## src/common/cmg_pkg.sv

```systemverilog
// Purpose: constants and types of the clock mode and gating unit
// Assumes: registers sit one per 32-bit apb word
// Notes:   byte address is four times the register index
package cmg_pkg;

   // source rates; every derived rate follows from these
   localparam int unsigned OSC_HZ = 12_000_000;
   localparam int unsigned PLL_HZ = 60_000_000;

   // register indices and byte addresses
   localparam logic [7:0]  IDX_MODE = 8'h5b;
   localparam logic [7:0]  IDX_LS   = 8'h5c;
   localparam logic [7:0]  IDX_HS   = 8'h5d;
   localparam logic [11:0] ADR_MODE = {2'h0, IDX_MODE, 2'h0};
   localparam logic [11:0] ADR_LS   = {2'h0, IDX_LS, 2'h0};
   localparam logic [11:0] ADR_HS   = {2'h0, IDX_HS, 2'h0};

   // clock_mode_control fields
   localparam int DIV_BIT          = 0;
   localparam int RUN_BIT          = 1;
   localparam int LOCK_BIT         = 2;
   localparam int HALT_REG_OFF_BIT = 7;

   // low_speed_clock_gates fields
   localparam int DBG_BIT      = 0;
   localparam int TIMER_BIT    = 1;
   localparam int WATCHDOG_BIT = 2;
   localparam int SPI_BIT      = 3;
   localparam int TIMEBASE_BIT = 4;

   // high_speed_clock_gates fields
   localparam int SI_BIT         = 0;
   localparam int RS_ENCODER_BIT = 1;
   localparam int RS_DECODER_BIT = 2;
   localparam int USB_BIT        = 3;

   // values after reset
   localparam logic [7:0] MODE_RST = 8'h00;
   localparam logic [7:0] LS_RST   = 8'h00;
   localparam logic [7:0] HS_RST   = 8'h00;

   // cycles all derived clocks stay stopped around a switch
   localparam logic [2:0] HOLD_CYCLES = 3'h4;
   localparam logic [2:0] HOLD_MID    = 3'h2;

   typedef enum logic [2:0] {
      st_low,
      st_wait_lock,
      st_switch_up,
      st_full,
      st_switch_down
   } cmg_state_type;

endpackage

```

## src/logic/cmg_clock_unit.sv

```systemverilog
// Purpose: run mode, cpu divider and clock gate control over apb
// Assumes: clock cells downstream switch and gate on these levels
// Notes:   every output is a flop; apb answers with one wait-free access
`timescale 1ns/1ps
`default_nettype none

////////////////////////////////////////////////////////////////////////
// Operation
// sources derive from 12 MHz oscillator
// low power: oscillator source, pll off, no usb
// full power: 60 MHz pll source
// reset to low power; run bit 1
// divider bit 0: /2 or /4
// bit 2 read-only pll lock
// wait for lock on oscillator rates
// unlocked: cpu 6/3, core 6, periph 12
// locked full: cpu 30/15, core 30, periph 60
// halt with bit 7 powers regulator down
// wake from halt clears bit 7
// software sets bit 7 before halt
// mode bits 6:3 reserved, kept zero
// gates for timebase, spi, timer
// bit 2 gates watchdog clock
// hardware watchdog option forces watchdog clock
// debug clock bit sticky until reset
// high speed bit 3 gates usb
// bit 2 gates rs decoder
// bit 1 gates rs encoder
// bit 0 gates storage interface core
// all three registers reset to zero
// switching and gating without runt pulses
module cmg_clock_unit (
   input  wire logic        i_clk,
   input  wire logic        i_nrst,
   input  wire logic        i_psel,
   input  wire logic        i_penable,
   input  wire logic        i_pwrite,
   input  wire logic [11:0] i_paddr,
   input  wire logic [31:0] i_pwdata,
   output logic [31:0]      o_prdata,
   output logic             o_pready,
   output logic             o_pslverr,
   input  wire logic        i_pll_lock,
   input  wire logic        i_hw_watchdog_option,
   input  wire logic        i_halt_entry,
   input  wire logic        i_halt_wake,
   output logic             o_pll_enable,
   output logic             o_src_pll,
   output logic             o_cpu_div4,
   output logic             o_clk_hold,
   output logic             o_regulator_pd,
   output logic             o_timebase_unit_clk_en,
   output logic             o_spi_clk_en,
   output logic             o_watchdog_clk_en,
   output logic             o_timer_clk_en,
   output logic             o_debug_module_clk_en,
   output logic             o_usb_clk_en,
   output logic             o_rs_decoder_clk_en,
   output logic             o_rs_encoder_clk_en,
   output logic             o_storage_interface_clk_en
);
   import cmg_pkg::*;

   cmg_state_type state_ff;
   cmg_state_type nxt_state;

   logic        lock_s1_ff;
   logic        lock_s2_ff;
   logic        hwwd_s1_ff;
   logic        hwwd_s2_ff;
   logic        run_ff;
   logic        div_ff;
   logic        halt_reg_off_ff;
   logic [4:0]  ls_ff;
   logic [3:0]  hs_ff;
   logic [2:0]  hold_cnt_ff;
   logic [2:0]  nxt_hold_cnt;
   logic        src_pll_ff;
   logic        cpu_div4_ff;
   logic        hold_ff;
   logic        pll_en_ff;
   logic        reg_pd_ff;
   logic [4:0]  ls_gate_ff;
   logic [2:0]  hs_gate_ff;
   logic [31:0] prdata_ff;
   logic        pready_ff;
   logic        pslverr_ff;

   ////////////////////////////////////////////////////////////////////
   // apb decode

   wire        setup_ph   = i_psel & ~i_penable;
   wire        access_ok  = i_psel & i_penable & pready_ff;
   wire        hit_mode   = (i_paddr == ADR_MODE);
   wire        hit_ls     = (i_paddr == ADR_LS);
   wire        hit_hs     = (i_paddr == ADR_HS);
   wire        hit_any    = hit_mode | hit_ls | hit_hs;
   wire        wr_ok      = access_ok & i_pwrite & hit_any;
   wire        wr_mode    = wr_ok & hit_mode;
   wire        wr_ls      = wr_ok & hit_ls;
   wire        wr_hs      = wr_ok & hit_hs;
   wire [7:0]  wd         = i_pwdata[7:0];

   // reserved bits 6:3 are not stored and read as zero
   wire [7:0]  mode_view  = {halt_reg_off_ff, 4'h0, lock_s2_ff,
                             run_ff, div_ff};
   wire [7:0]  ls_view    = {3'h0, ls_ff};
   wire [7:0]  hs_view    = {4'h0, hs_ff};
   wire [7:0]  rd_byte    = hit_mode ? mode_view :
                            hit_ls   ? ls_view   :
                            hit_hs   ? hs_view   : 8'h00;

   ////////////////////////////////////////////////////////////////////
   // apb answer: data latched in setup, ready during access

   always_ff @(posedge i_clk or negedge i_nrst) begin
      if (!i_nrst) begin
         pready_ff <= 1'b0;
      end else begin
         pready_ff <= setup_ph;
      end
   end

   always_ff @(posedge i_clk or negedge i_nrst) begin
      if (!i_nrst) begin
         prdata_ff <= 32'h0000_0000;
      end else if (setup_ph) begin
         prdata_ff <= {24'h00_0000, rd_byte};
      end
   end

   always_ff @(posedge i_clk or negedge i_nrst) begin
      if (!i_nrst) begin
         pslverr_ff <= 1'b0;
      end else begin
         pslverr_ff <= setup_ph & ~hit_any;
      end
   end

   ////////////////////////////////////////////////////////////////////
   // synchronisers; lock and option come from outside this clock

   always_ff @(posedge i_clk or negedge i_nrst) begin
      if (!i_nrst) begin
         lock_s1_ff <= 1'b0;
         lock_s2_ff <= 1'b0;
         hwwd_s1_ff <= 1'b0;
         hwwd_s2_ff <= 1'b0;
      end else begin
         lock_s1_ff <= i_pll_lock;
         lock_s2_ff <= lock_s1_ff;
         hwwd_s1_ff <= i_hw_watchdog_option;
         hwwd_s2_ff <= hwwd_s1_ff;
      end
   end

   ////////////////////////////////////////////////////////////////////
   // software registers

   always_ff @(posedge i_clk or negedge i_nrst) begin
      if (!i_nrst) begin
         run_ff <= MODE_RST[RUN_BIT];
         div_ff <= MODE_RST[DIV_BIT];
      end else if (wr_mode) begin
         run_ff <= wd[RUN_BIT];
         div_ff <= wd[DIV_BIT];
      end
   end

   // a write setting the bit beats a wake in the same cycle
   wire nxt_halt_reg_off = wr_mode ? wd[HALT_REG_OFF_BIT] :
                           (i_halt_wake ? 1'b0 : halt_reg_off_ff);

   always_ff @(posedge i_clk or negedge i_nrst) begin
      if (!i_nrst) begin
         halt_reg_off_ff <= MODE_RST[HALT_REG_OFF_BIT];
      end else begin
         halt_reg_off_ff <= nxt_halt_reg_off;
      end
   end

   // debug enable can only be raised by software
   wire [4:0] nxt_ls = {wd[TIMEBASE_BIT:TIMER_BIT],
                        ls_ff[DBG_BIT] | wd[DBG_BIT]};

   always_ff @(posedge i_clk or negedge i_nrst) begin
      if (!i_nrst) begin
         ls_ff <= LS_RST[4:0];
      end else if (wr_ls) begin
         ls_ff <= nxt_ls;
      end
   end

   always_ff @(posedge i_clk or negedge i_nrst) begin
      if (!i_nrst) begin
         hs_ff <= HS_RST[3:0];
      end else if (wr_hs) begin
         hs_ff <= wd[USB_BIT:SI_BIT];
      end
   end

   ////////////////////////////////////////////////////////////////////
   // run mode sequencing

   wire idle_hold  = (hold_cnt_ff == 3'h0);
   wire last_hold  = (hold_cnt_ff == 3'h1);
   wire at_mid     = (hold_cnt_ff == HOLD_MID);
   wire go_up      = (state_ff == st_wait_lock) & run_ff & lock_s2_ff;
   wire go_down    = (state_ff == st_full) & (~run_ff | ~lock_s2_ff);
   wire div_change = idle_hold & (div_ff != cpu_div4_ff);

   always_comb begin
      nxt_state = state_ff;
      unique case (state_ff)
         st_low: begin
            if (run_ff) begin
               nxt_state = st_wait_lock;
            end
         end
         st_wait_lock: begin
            if (!run_ff) begin
               nxt_state = st_low;
            end else if (lock_s2_ff) begin
               nxt_state = st_switch_up;
            end
         end
         st_switch_up: begin
            if (last_hold) begin
               nxt_state = st_full;
            end
         end
         st_full: begin
            if (!run_ff || !lock_s2_ff) begin
               nxt_state = st_switch_down;
            end
         end
         st_switch_down: begin
            if (last_hold) begin
               nxt_state = run_ff ? st_wait_lock : st_low;
            end
         end
      endcase
   end

   always_ff @(posedge i_clk or negedge i_nrst) begin
      if (!i_nrst) begin
         state_ff <= st_low;
      end else begin
         state_ff <= nxt_state;
      end
   end

   ////////////////////////////////////////////////////////////////////
   // hold window: clocks stop, source or divider flips mid-window

   always_comb begin
      nxt_hold_cnt = hold_cnt_ff;
      if (go_up || go_down || div_change) begin
         nxt_hold_cnt = HOLD_CYCLES;
      end else if (!idle_hold) begin
         nxt_hold_cnt = hold_cnt_ff - 3'h1;
      end
   end

   always_ff @(posedge i_clk or negedge i_nrst) begin
      if (!i_nrst) begin
         hold_cnt_ff <= 3'h0;
      end else begin
         hold_cnt_ff <= nxt_hold_cnt;
      end
   end

   // source changes only while every derived clock is stopped
   wire nxt_src_pll =
      (at_mid & (state_ff == st_switch_up))   ? 1'b1 :
      (at_mid & (state_ff == st_switch_down)) ? 1'b0 :
      src_pll_ff;

   // divider latched mid-window; later edits start a fresh window
   wire nxt_cpu_div4 = at_mid ? div_ff : cpu_div4_ff;
   wire nxt_hold     = (nxt_hold_cnt != 3'h0);
   wire nxt_pll_en   = (nxt_state != st_low);

   always_ff @(posedge i_clk or negedge i_nrst) begin
      if (!i_nrst) begin
         src_pll_ff  <= 1'b0;
         cpu_div4_ff <= 1'b0;
         hold_ff     <= 1'b0;
         pll_en_ff   <= 1'b0;
      end else begin
         src_pll_ff  <= nxt_src_pll;
         cpu_div4_ff <= nxt_cpu_div4;
         hold_ff     <= nxt_hold;
         pll_en_ff   <= nxt_pll_en;
      end
   end

   ////////////////////////////////////////////////////////////////////
   // regulator power-down across halt

   // entry beats a wake arriving in the same cycle
   wire nxt_reg_pd = (i_halt_entry & halt_reg_off_ff) ? 1'b1 :
                     (i_halt_wake ? 1'b0 : reg_pd_ff);

   always_ff @(posedge i_clk or negedge i_nrst) begin
      if (!i_nrst) begin
         reg_pd_ff <= 1'b0;
      end else begin
         reg_pd_ff <= nxt_reg_pd;
      end
   end

   ////////////////////////////////////////////////////////////////////
   // clock gates; all low during a hold window

   wire [4:0] ls_want = ls_ff | ({4'h0, hwwd_s2_ff} << WATCHDOG_BIT);
   // usb gate sits apart below: it also needs the pll source

   genvar g;
   generate
      for (g = 0; g < 5; g++) begin : g_ls
         always_ff @(posedge i_clk or negedge i_nrst) begin
            if (!i_nrst) begin
               ls_gate_ff[g] <= 1'b0;
            end else begin
               ls_gate_ff[g] <= ls_want[g] & ~nxt_hold;
            end
         end
      end
      for (g = 0; g < 3; g++) begin : g_hs
         always_ff @(posedge i_clk or negedge i_nrst) begin
            if (!i_nrst) begin
               hs_gate_ff[g] <= 1'b0;
            end else begin
               hs_gate_ff[g] <= hs_ff[g] & ~nxt_hold;
            end
         end
      end
   endgenerate

   // usb only runs from the pll, never from the oscillator
   logic usb_gate_ff;

   always_ff @(posedge i_clk or negedge i_nrst) begin
      if (!i_nrst) begin
         usb_gate_ff <= 1'b0;
      end else begin
         usb_gate_ff <= hs_ff[USB_BIT] & nxt_src_pll & ~nxt_hold;
      end
   end

   ////////////////////////////////////////////////////////////////////
   // outputs

   assign o_prdata                   = prdata_ff;
   assign o_pready                   = pready_ff;
   assign o_pslverr                  = pslverr_ff;
   assign o_pll_enable               = pll_en_ff;
   assign o_src_pll                  = src_pll_ff;
   assign o_cpu_div4                 = cpu_div4_ff;
   assign o_clk_hold                 = hold_ff;
   assign o_regulator_pd             = reg_pd_ff;
   assign o_timebase_unit_clk_en     = ls_gate_ff[TIMEBASE_BIT];
   assign o_spi_clk_en               = ls_gate_ff[SPI_BIT];
   assign o_watchdog_clk_en          = ls_gate_ff[WATCHDOG_BIT];
   assign o_timer_clk_en             = ls_gate_ff[TIMER_BIT];
   assign o_debug_module_clk_en      = ls_gate_ff[DBG_BIT];
   assign o_usb_clk_en               = usb_gate_ff;
   assign o_rs_decoder_clk_en        = hs_gate_ff[RS_DECODER_BIT];
   assign o_rs_encoder_clk_en        = hs_gate_ff[RS_ENCODER_BIT];
   assign o_storage_interface_clk_en = hs_gate_ff[SI_BIT];

endmodule

`default_nettype wire

```

## config.mk

```make
export PLATFORM = sky130hd
export DESIGN_NAME = cmg_clock_unit
export DESIGN_NICKNAME = d
export VERILOG_FILES = /design/src/common/cmg_pkg.sv /design/src/logic/cmg_clock_unit.sv
export SDC_FILE = /design/constraint.sdc
export NUM_CORES = 1
export LEC_CHECK = 0
export ABC_CLOCK_PERIOD_IN_PS = 2600
export BUFFER_PORTS_ARGS = -buffer_cell sky130_fd_sc_hd__clkbuf_2
export CORE_MARGIN = 8
export CORE_UTILIZATION = 30
export CTS_BUF_LIST = sky130_fd_sc_hd__clkbuf_4
export CTS_CLUSTER_SIZE = 14
export DETAILED_ROUTE_END_ITERATION = 8
export PLACE_DENSITY_LB_ADDON = 0.25
export SETUP_SLACK_MARGIN = 0.2
export SYNTH_ARGS = -nofsm -noshare
export SYNTH_HDL_FRONTEND = slang
export SYNTH_SLANG_ARGS = --single-unit
```

## constraint.sdc

```tcl
create_clock -name i_clk -period 2.6 [get_ports i_clk]
set_clock_uncertainty 0.2 [all_clocks]
set_input_delay 0 -clock i_clk [delete_from_list [all_inputs] [get_ports i_clk]]
set_output_delay 0 -clock i_clk [all_outputs]
set_load 0.005 [all_outputs]
```

==> flow_summary.ini, run 1 <==
[placed_design]
dpl.hpwl_mm = 3.61
gp_congestion = 0.816
place_area_sq_um = 2430
io_buffer_count = 48

[cts]
clk_latency_ns = 0.36
cts_max_level = 2
cts_sinks = 44
clkTransAtPathRegs_ns = 0.14
cts_tree = yes
clock-root-buffer = clkbuf_4
cts_buffers = 5
cts_buffer_depth = 2

[critical_path]
cp-start-kind = primary input
r2r_slack_ns = 0.48
crit_arrival_ns = 2.35
rr_startpoint = hold_cnt_ff[0]$_DFF_PN0_
cp_max_fo = 3
cp-end-kind = register
crit_type = in -> reg
crit_end = halt_reg_off_ff$_DFFE_PN0P_
critical_path_required_ns = 2.65
r2r-end = o_usb_clk_en$_DFF_PN0_
reg2reg_depth = 7
cp-startpoint = i_paddr[10]

[global_routing]
grt_antenna_before_repair = 0
grt_max_degree = 45
grt_pass1_wl_mm = 8.08
grt_pass1_vias = 1622
grt_use_total = 0.102
grt_overflow = 0

[synth]
syn_inst = 189
synthTopCellsByCount = 44 x dfrtp_1, 26 x buf_4, 9 x nand2_1, 8 x inv_1, 8 x mux2_2
yosys_warnings = 0
netlist_top_cells_area = dfrtp_1 50%, buf_4 8.9%, mux2_2 4.1%
yosysUniqueCellTypes = 46
synth_top_area_frac = 0.502
async_flop_share = 1.00
synth_area_leader_cell = dfrtp_1
yosys.cell_count.top_type = dfrtp_1
postSynthAreaPerCell_sq_um = 11.6
synth_seq_cells = 44
synth-edff-count = 0
synth_top_flop_cell = dfrtp_1
netlist_area_sq_um = 2190
ys_seq_area_frac = 0.502

[layout]
antenna_cells = 0
fin_util = 0.382
multi_input_area_sq_um = 921
area_delta_synth_final_pct = 25.1
drive_above_1_share = 0.293
fill_cells = 723
seq_area_sq_um = 1100
fin_area_sq_um = 2740
final_nets = 319

[drt]
antenna_left = 0
routed_wl_mm = 5.04
via_per_inst = 4.28
drt-initial-drc-count = 61
drc_errors = 0
wl_per_cell_um = 13.9
via_count = 1550
firstDrtPassIters = 4

[timing]
tightest_slew_ns = 0.564
fin_crit_sh = 0.883
finalHoldViolCount = 1
final.setup.tns_ns = 0
max_freq_mhz = 436
hold_slack_ns = -0.00465
slew_violations = 0
rsz0062_at_grt = no
setup_viol = 0
min_period_ns = 2.29
relSlewSlack = 0.624

[floorplanning]
die_area_sq_um = 10300
die_y_um = 101
start_util = 0.305
die_w_um = 101
rows = 31
core_sq_um = 7180
io_pins = 101

[power]
power.density_nw_per_um2 = 567
power.total_mw = 1.55
ir_drop_mv = 0.167
p_leak_nw = 1.41

[run]
drv_cap = 0

[outcome]
violations = hold timing
status = finished with violations

[min_path]
worstHoldPathCells = 5
hold_class = in -> reg
-- layout make-up --
cell class                 count  share of cell area
multi-input combinational    130               0.336
inverter                       8              0.0110
sequential                    44               0.402
timing repair buffer          73               0.177
clock buffer                   5              0.0137
clock inverter                 3              0.0155
tap                           99              0.0452
-- cells in the final DEF (no fill, tap or decap), types with 4 or more instances in the layout --
master	synthesis	routed
clkbuf_2	0	48
dfrtp_1	44	44
conb_1	1	26
dlygate4sd3_1	0	23
nand2_1	9	9
inv_1	8	8
mux2_2	8	8
and2_1	7	7
nor2_1	7	6
o21ai_0	6	6
mux2i_1	6	6
nor2b_1	5	5
clkbuf_4	0	5
nand2b_1	4	4
mux2_4	4	4
ha_1	4	4
-- kinds of logic after synthesis --
group | synth area share
multiplexers | 0.0959
flip-flops | 0.502
other | 0.00171
XOR/XNOR | 0.00799
AO/OA/AOI/OAI | 0.0953
buffers and inverters | 0.122
adder cells (fa/ha/maj) | 0.0228
AND/OR/NAND/NOR | 0.152
-- worst max-delay path: stages --
cell and delay, ns:
dlygate4sd3_1 0.53, clkbuf_2 0.12, nor4b_4 0.24, dlygate4sd3_1 0.65
nand2_1 0.11, nor3_2 0.32, mux2_2 0.38
-- how the worst min path moves through the flow --
| stage | slack [ns] | to | from |
|---|---|---|---|
| detailed placement | -0.09 | lock_s1_ff$_DFF_PN0_ | i_pll_lock |
| global route | 0.01 | ls_ff[0]$_DFFE_PN0P_ | i_paddr[9] |
| finish | -0.005 | ls_ff[0]$_DFFE_PN0P_ | i_paddr[9] |
| floorplan | -0.50 | div_ff$_DFFE_PN0P_ | i_nrst |
| global placement | -0.09 | lock_s1_ff$_DFF_PN0_ | i_pll_lock |
| CTS | 0.005 | ls_ff[0]$_DFFE_PN0P_ | i_paddr[11] |
-- what timing repair did --
action | 4_1_cts | 5_1_grt
resized for setup | 0 | 1
setup endpoints to repair | 0 | 4
setup buffers | 0 | 0
hold endpoints to repair | 66 | 0
hold buffers | 23 | 0
-- metrics by stage --
step | std cells | setup slack (ns) | hold slack (ns)
after global placement | 331 | 0.492 | -0.0902
after CTS | 362 | 0.355 | 0.00510
after floorplan | 214 | 0.726 | -0.496
final | 362 | 0.305 | -0.00465
after global routing | 362 | 0.215 | 0.0107
after detailed placement | 331 | 0.498 | -0.0899
-- state kept, by name, indices dropped and copies added (netlist names), 3 cells and up --
| signal | flops |
|---|---|
| o_prdata | 6 |
| state_ff | 3 |
| hs_ff | 4 |
| hold_cnt_ff | 3 |
| ls_ff | 5 |
-- per-layer routing --
metal  part of all wire  vias up  wire length, um  track usage
met5                  0        -                0            0
met4              0.016        0               82       0.0470
met3              0.063        6              319       0.0309
met2               0.49       53             2460        0.166
met1               0.43      739             2180        0.121
li1                   -      752                -            -
-- power breakdown --
group | switching, mW | total (mW) | internal [mW]
registers | 0.0388 | 0.764 | 0.725
clock network | 0.228 | 0.429 | 0.201
logic | 0.192 | 0.361 | 0.169
total | 0.459 | 1.55 | 1.10
Power figures use the tool's default switching activity.
==> inputs of run 2 (changes only) <==
CORE_UTILIZATION = 48   (was 30)
==> run 2 against run 1 <==
- the run now ends clean
- design area decreased by 1.2%
- cell count decreased by 12%
- non-clock buffer count up 5
- maximum frequency decreased by 1.1%
- worst hold slack better by 0.053 ns
==> flow_summary.ini, run 2 (same netlist as run 1, synthesis figures left out) <==
[global_routing]
grt_pass1_wl_mm = 8.02
grt_pass1_vias = 1746
met2_usage = 0.240
grt_antenna_before_repair = 0
grt_use_met3 = 0.0547
grt_use_total = 0.138
grt_overflow = 0
grt_max_degree = 24
grt_busiest_layer = met2
met1_usage = 0.143

[critical_path]
crit_type = in -> reg
path_cells = dlygate4sd3_1, clkbuf_2, nor4b_4, nand2_1, nor3_2, dlygate4sd3_1, mux2_2
cp-start-kind = primary input
slowest_stage = dlygate4sd3_1
critPathMostFrequentCell = dlygate4sd3_1
crit_arrival_ns = 2.37
cpPeakStageDelay_ns = 0.62
cp_top_family = buffers and inverters
cp_max_fo = 4
path_buf_inv = 3
critical_path_required_ns = 2.65
cp-end-kind = register

[placed_design]
gp_congestion = 0.842
placed_cells = 284
io_buffer_count = 48
dpl.hpwl_mm = 3.34

[cts]
cts_buffer_depth = 2
cts_max_level = 2
postCtsSetupRepairBufs = 0
cts_buffers = 5
clk_latency_ns = 0.36
cts_tree = yes
cts_sinks = 44
clkTransAtPathRegs_ns = 0.12
clock-root-buffer = clkbuf_4

[drt]
via_per_inst = 4.99
via_count = 1597
wl_per_cell_um = 14.6
antenna_left = 0
firstDrtPassIters = 4
routed_wl_mm = 4.68
drt-initial-drc-count = 66
drc_errors = 0

[layout]
largest_reg_flops = 6
drive_above_1_share = 0.284
layout_common_cells = 47 x clkbuf_2, 44 x dfrtp_1, 28 x dlygate4sd3_1
layout_commonest_cell = clkbuf_2
fill_cells = 365
antenna_cells = 0
final_nets = 324
fin_util = 0.618
area_delta_synth_final_pct = 23.6
stdcell_count = 320

[timing]
finalHoldViolCount = 0
max_freq_mhz = 431
setup_viol = 0
hold_slack_ns = 0.0484
rsz0062_at_grt = no
tightest_slew_ns = 0.568
relSlewSlack = 0.621
fin_crit_sh = 0.892
final.setup.tns_ns = 0
min_period_ns = 2.32
slew_violations = 0

[floorplanning]
core_sq_um = 4380
rows = 24
die_w_um = 83.6
die_area_sq_um = 6990
io_pins = 101
start_util = 0.500
die_y_um = 83.6

[outcome]
status = completed

[power]
p_leak_nw = 1.42
ir_drop_mv = 0.342
power.total_mw = 1.46
power.density_nw_per_um2 = 538

[min_path]
hold_class = in -> reg

[run]
drv_cap = 0
==> run 2: layout make-up <==
class / instances / area, sq um / share of cell area
inverter: 8 / 30.0 / 0.0111
sequential: 44 / 1100 / 0.406
multi-input combinational: 130 / 918 / 0.339
tap: 52 / 65.1 / 0.0240
clock inverter: 2 / 11.3 / 0.00416
timing repair buffer: 78 / 538 / 0.199
clock buffer: 6 / 45.0 / 0.0166
==> run 2: routing by layer <==
metal | vias to the layer above | share of wire
met5 | - | 0
met1 | 774 | 0.39
met2 | 50 | 0.53
li1 | 765 | -
met3 | 8 | 0.067
met4 | 0 | 0.017
==> run 2: final timing paths <==
check                      slack (ns)                      from  cells after the start                        to
setup / recovery                 0.28                i_paddr[9]                      7        run_ff$_DFFE_PN0P_
hold / removal                   0.05               i_paddr[11]                      5      ls_ff[0]$_DFFE_PN0P_
setup reg to reg                 0.47  hold_cnt_ff[0]$_DFF_PN0_                      7  o_timer_clk_en$_DFF_PN0_
hold reg to reg                  0.15      lock_s1_ff$_DFF_PN0_                      0      lock_s2_ff$_DFF_PN0_
max in group asynchronous        0.97                    i_nrst                      4      o_clk_hold$_DFF_PN0_
min in group asynchronous        0.51                    i_nrst                      3    o_pll_enable$_DFF_PN0_
==> run 2: metrics by stage <==
stage | setup slack, ns | instance area, sq um
floorplan | 0.726 | 2290
finish | 0.280 | 2710
global route | 0.230 | 2710
global placement | 0.528 | 2370
detailed placement | 0.507 | 2370
CTS | 0.294 | 2720
==> run 2: where the power goes <==
group | internal (mW) | switching [mW] | leakage (nW) | total, mW
combinational | 0.172 | 0.194 | 0.800 | 0.365
clock | 0.114 | 0.217 | 0.0293 | 0.330
sequential | 0.725 | 0.0370 | 0.593 | 0.762
total | 1.01 | 0.447 | 1.42 | 1.46
==> run 2: what timing repair did <==
action / 4_1_cts / 5_1_grt
endpoints found under the setup margin: 0 / 23
hold buffers: 29 / 0
gates resized for setup: 0 / 2
hold endpoints to repair: 66 / 0
==> run 2: worst reg2reg max path: stages (launching register included) <==
cell and delay [ns]:
dfrtp_1 0.43, inv_1 0.11, ha_1 0.24, or3b_2 0.47, o211ai_1 0.14, a211oi_2 0.07, buf_4 0.18, and2_1 0.17
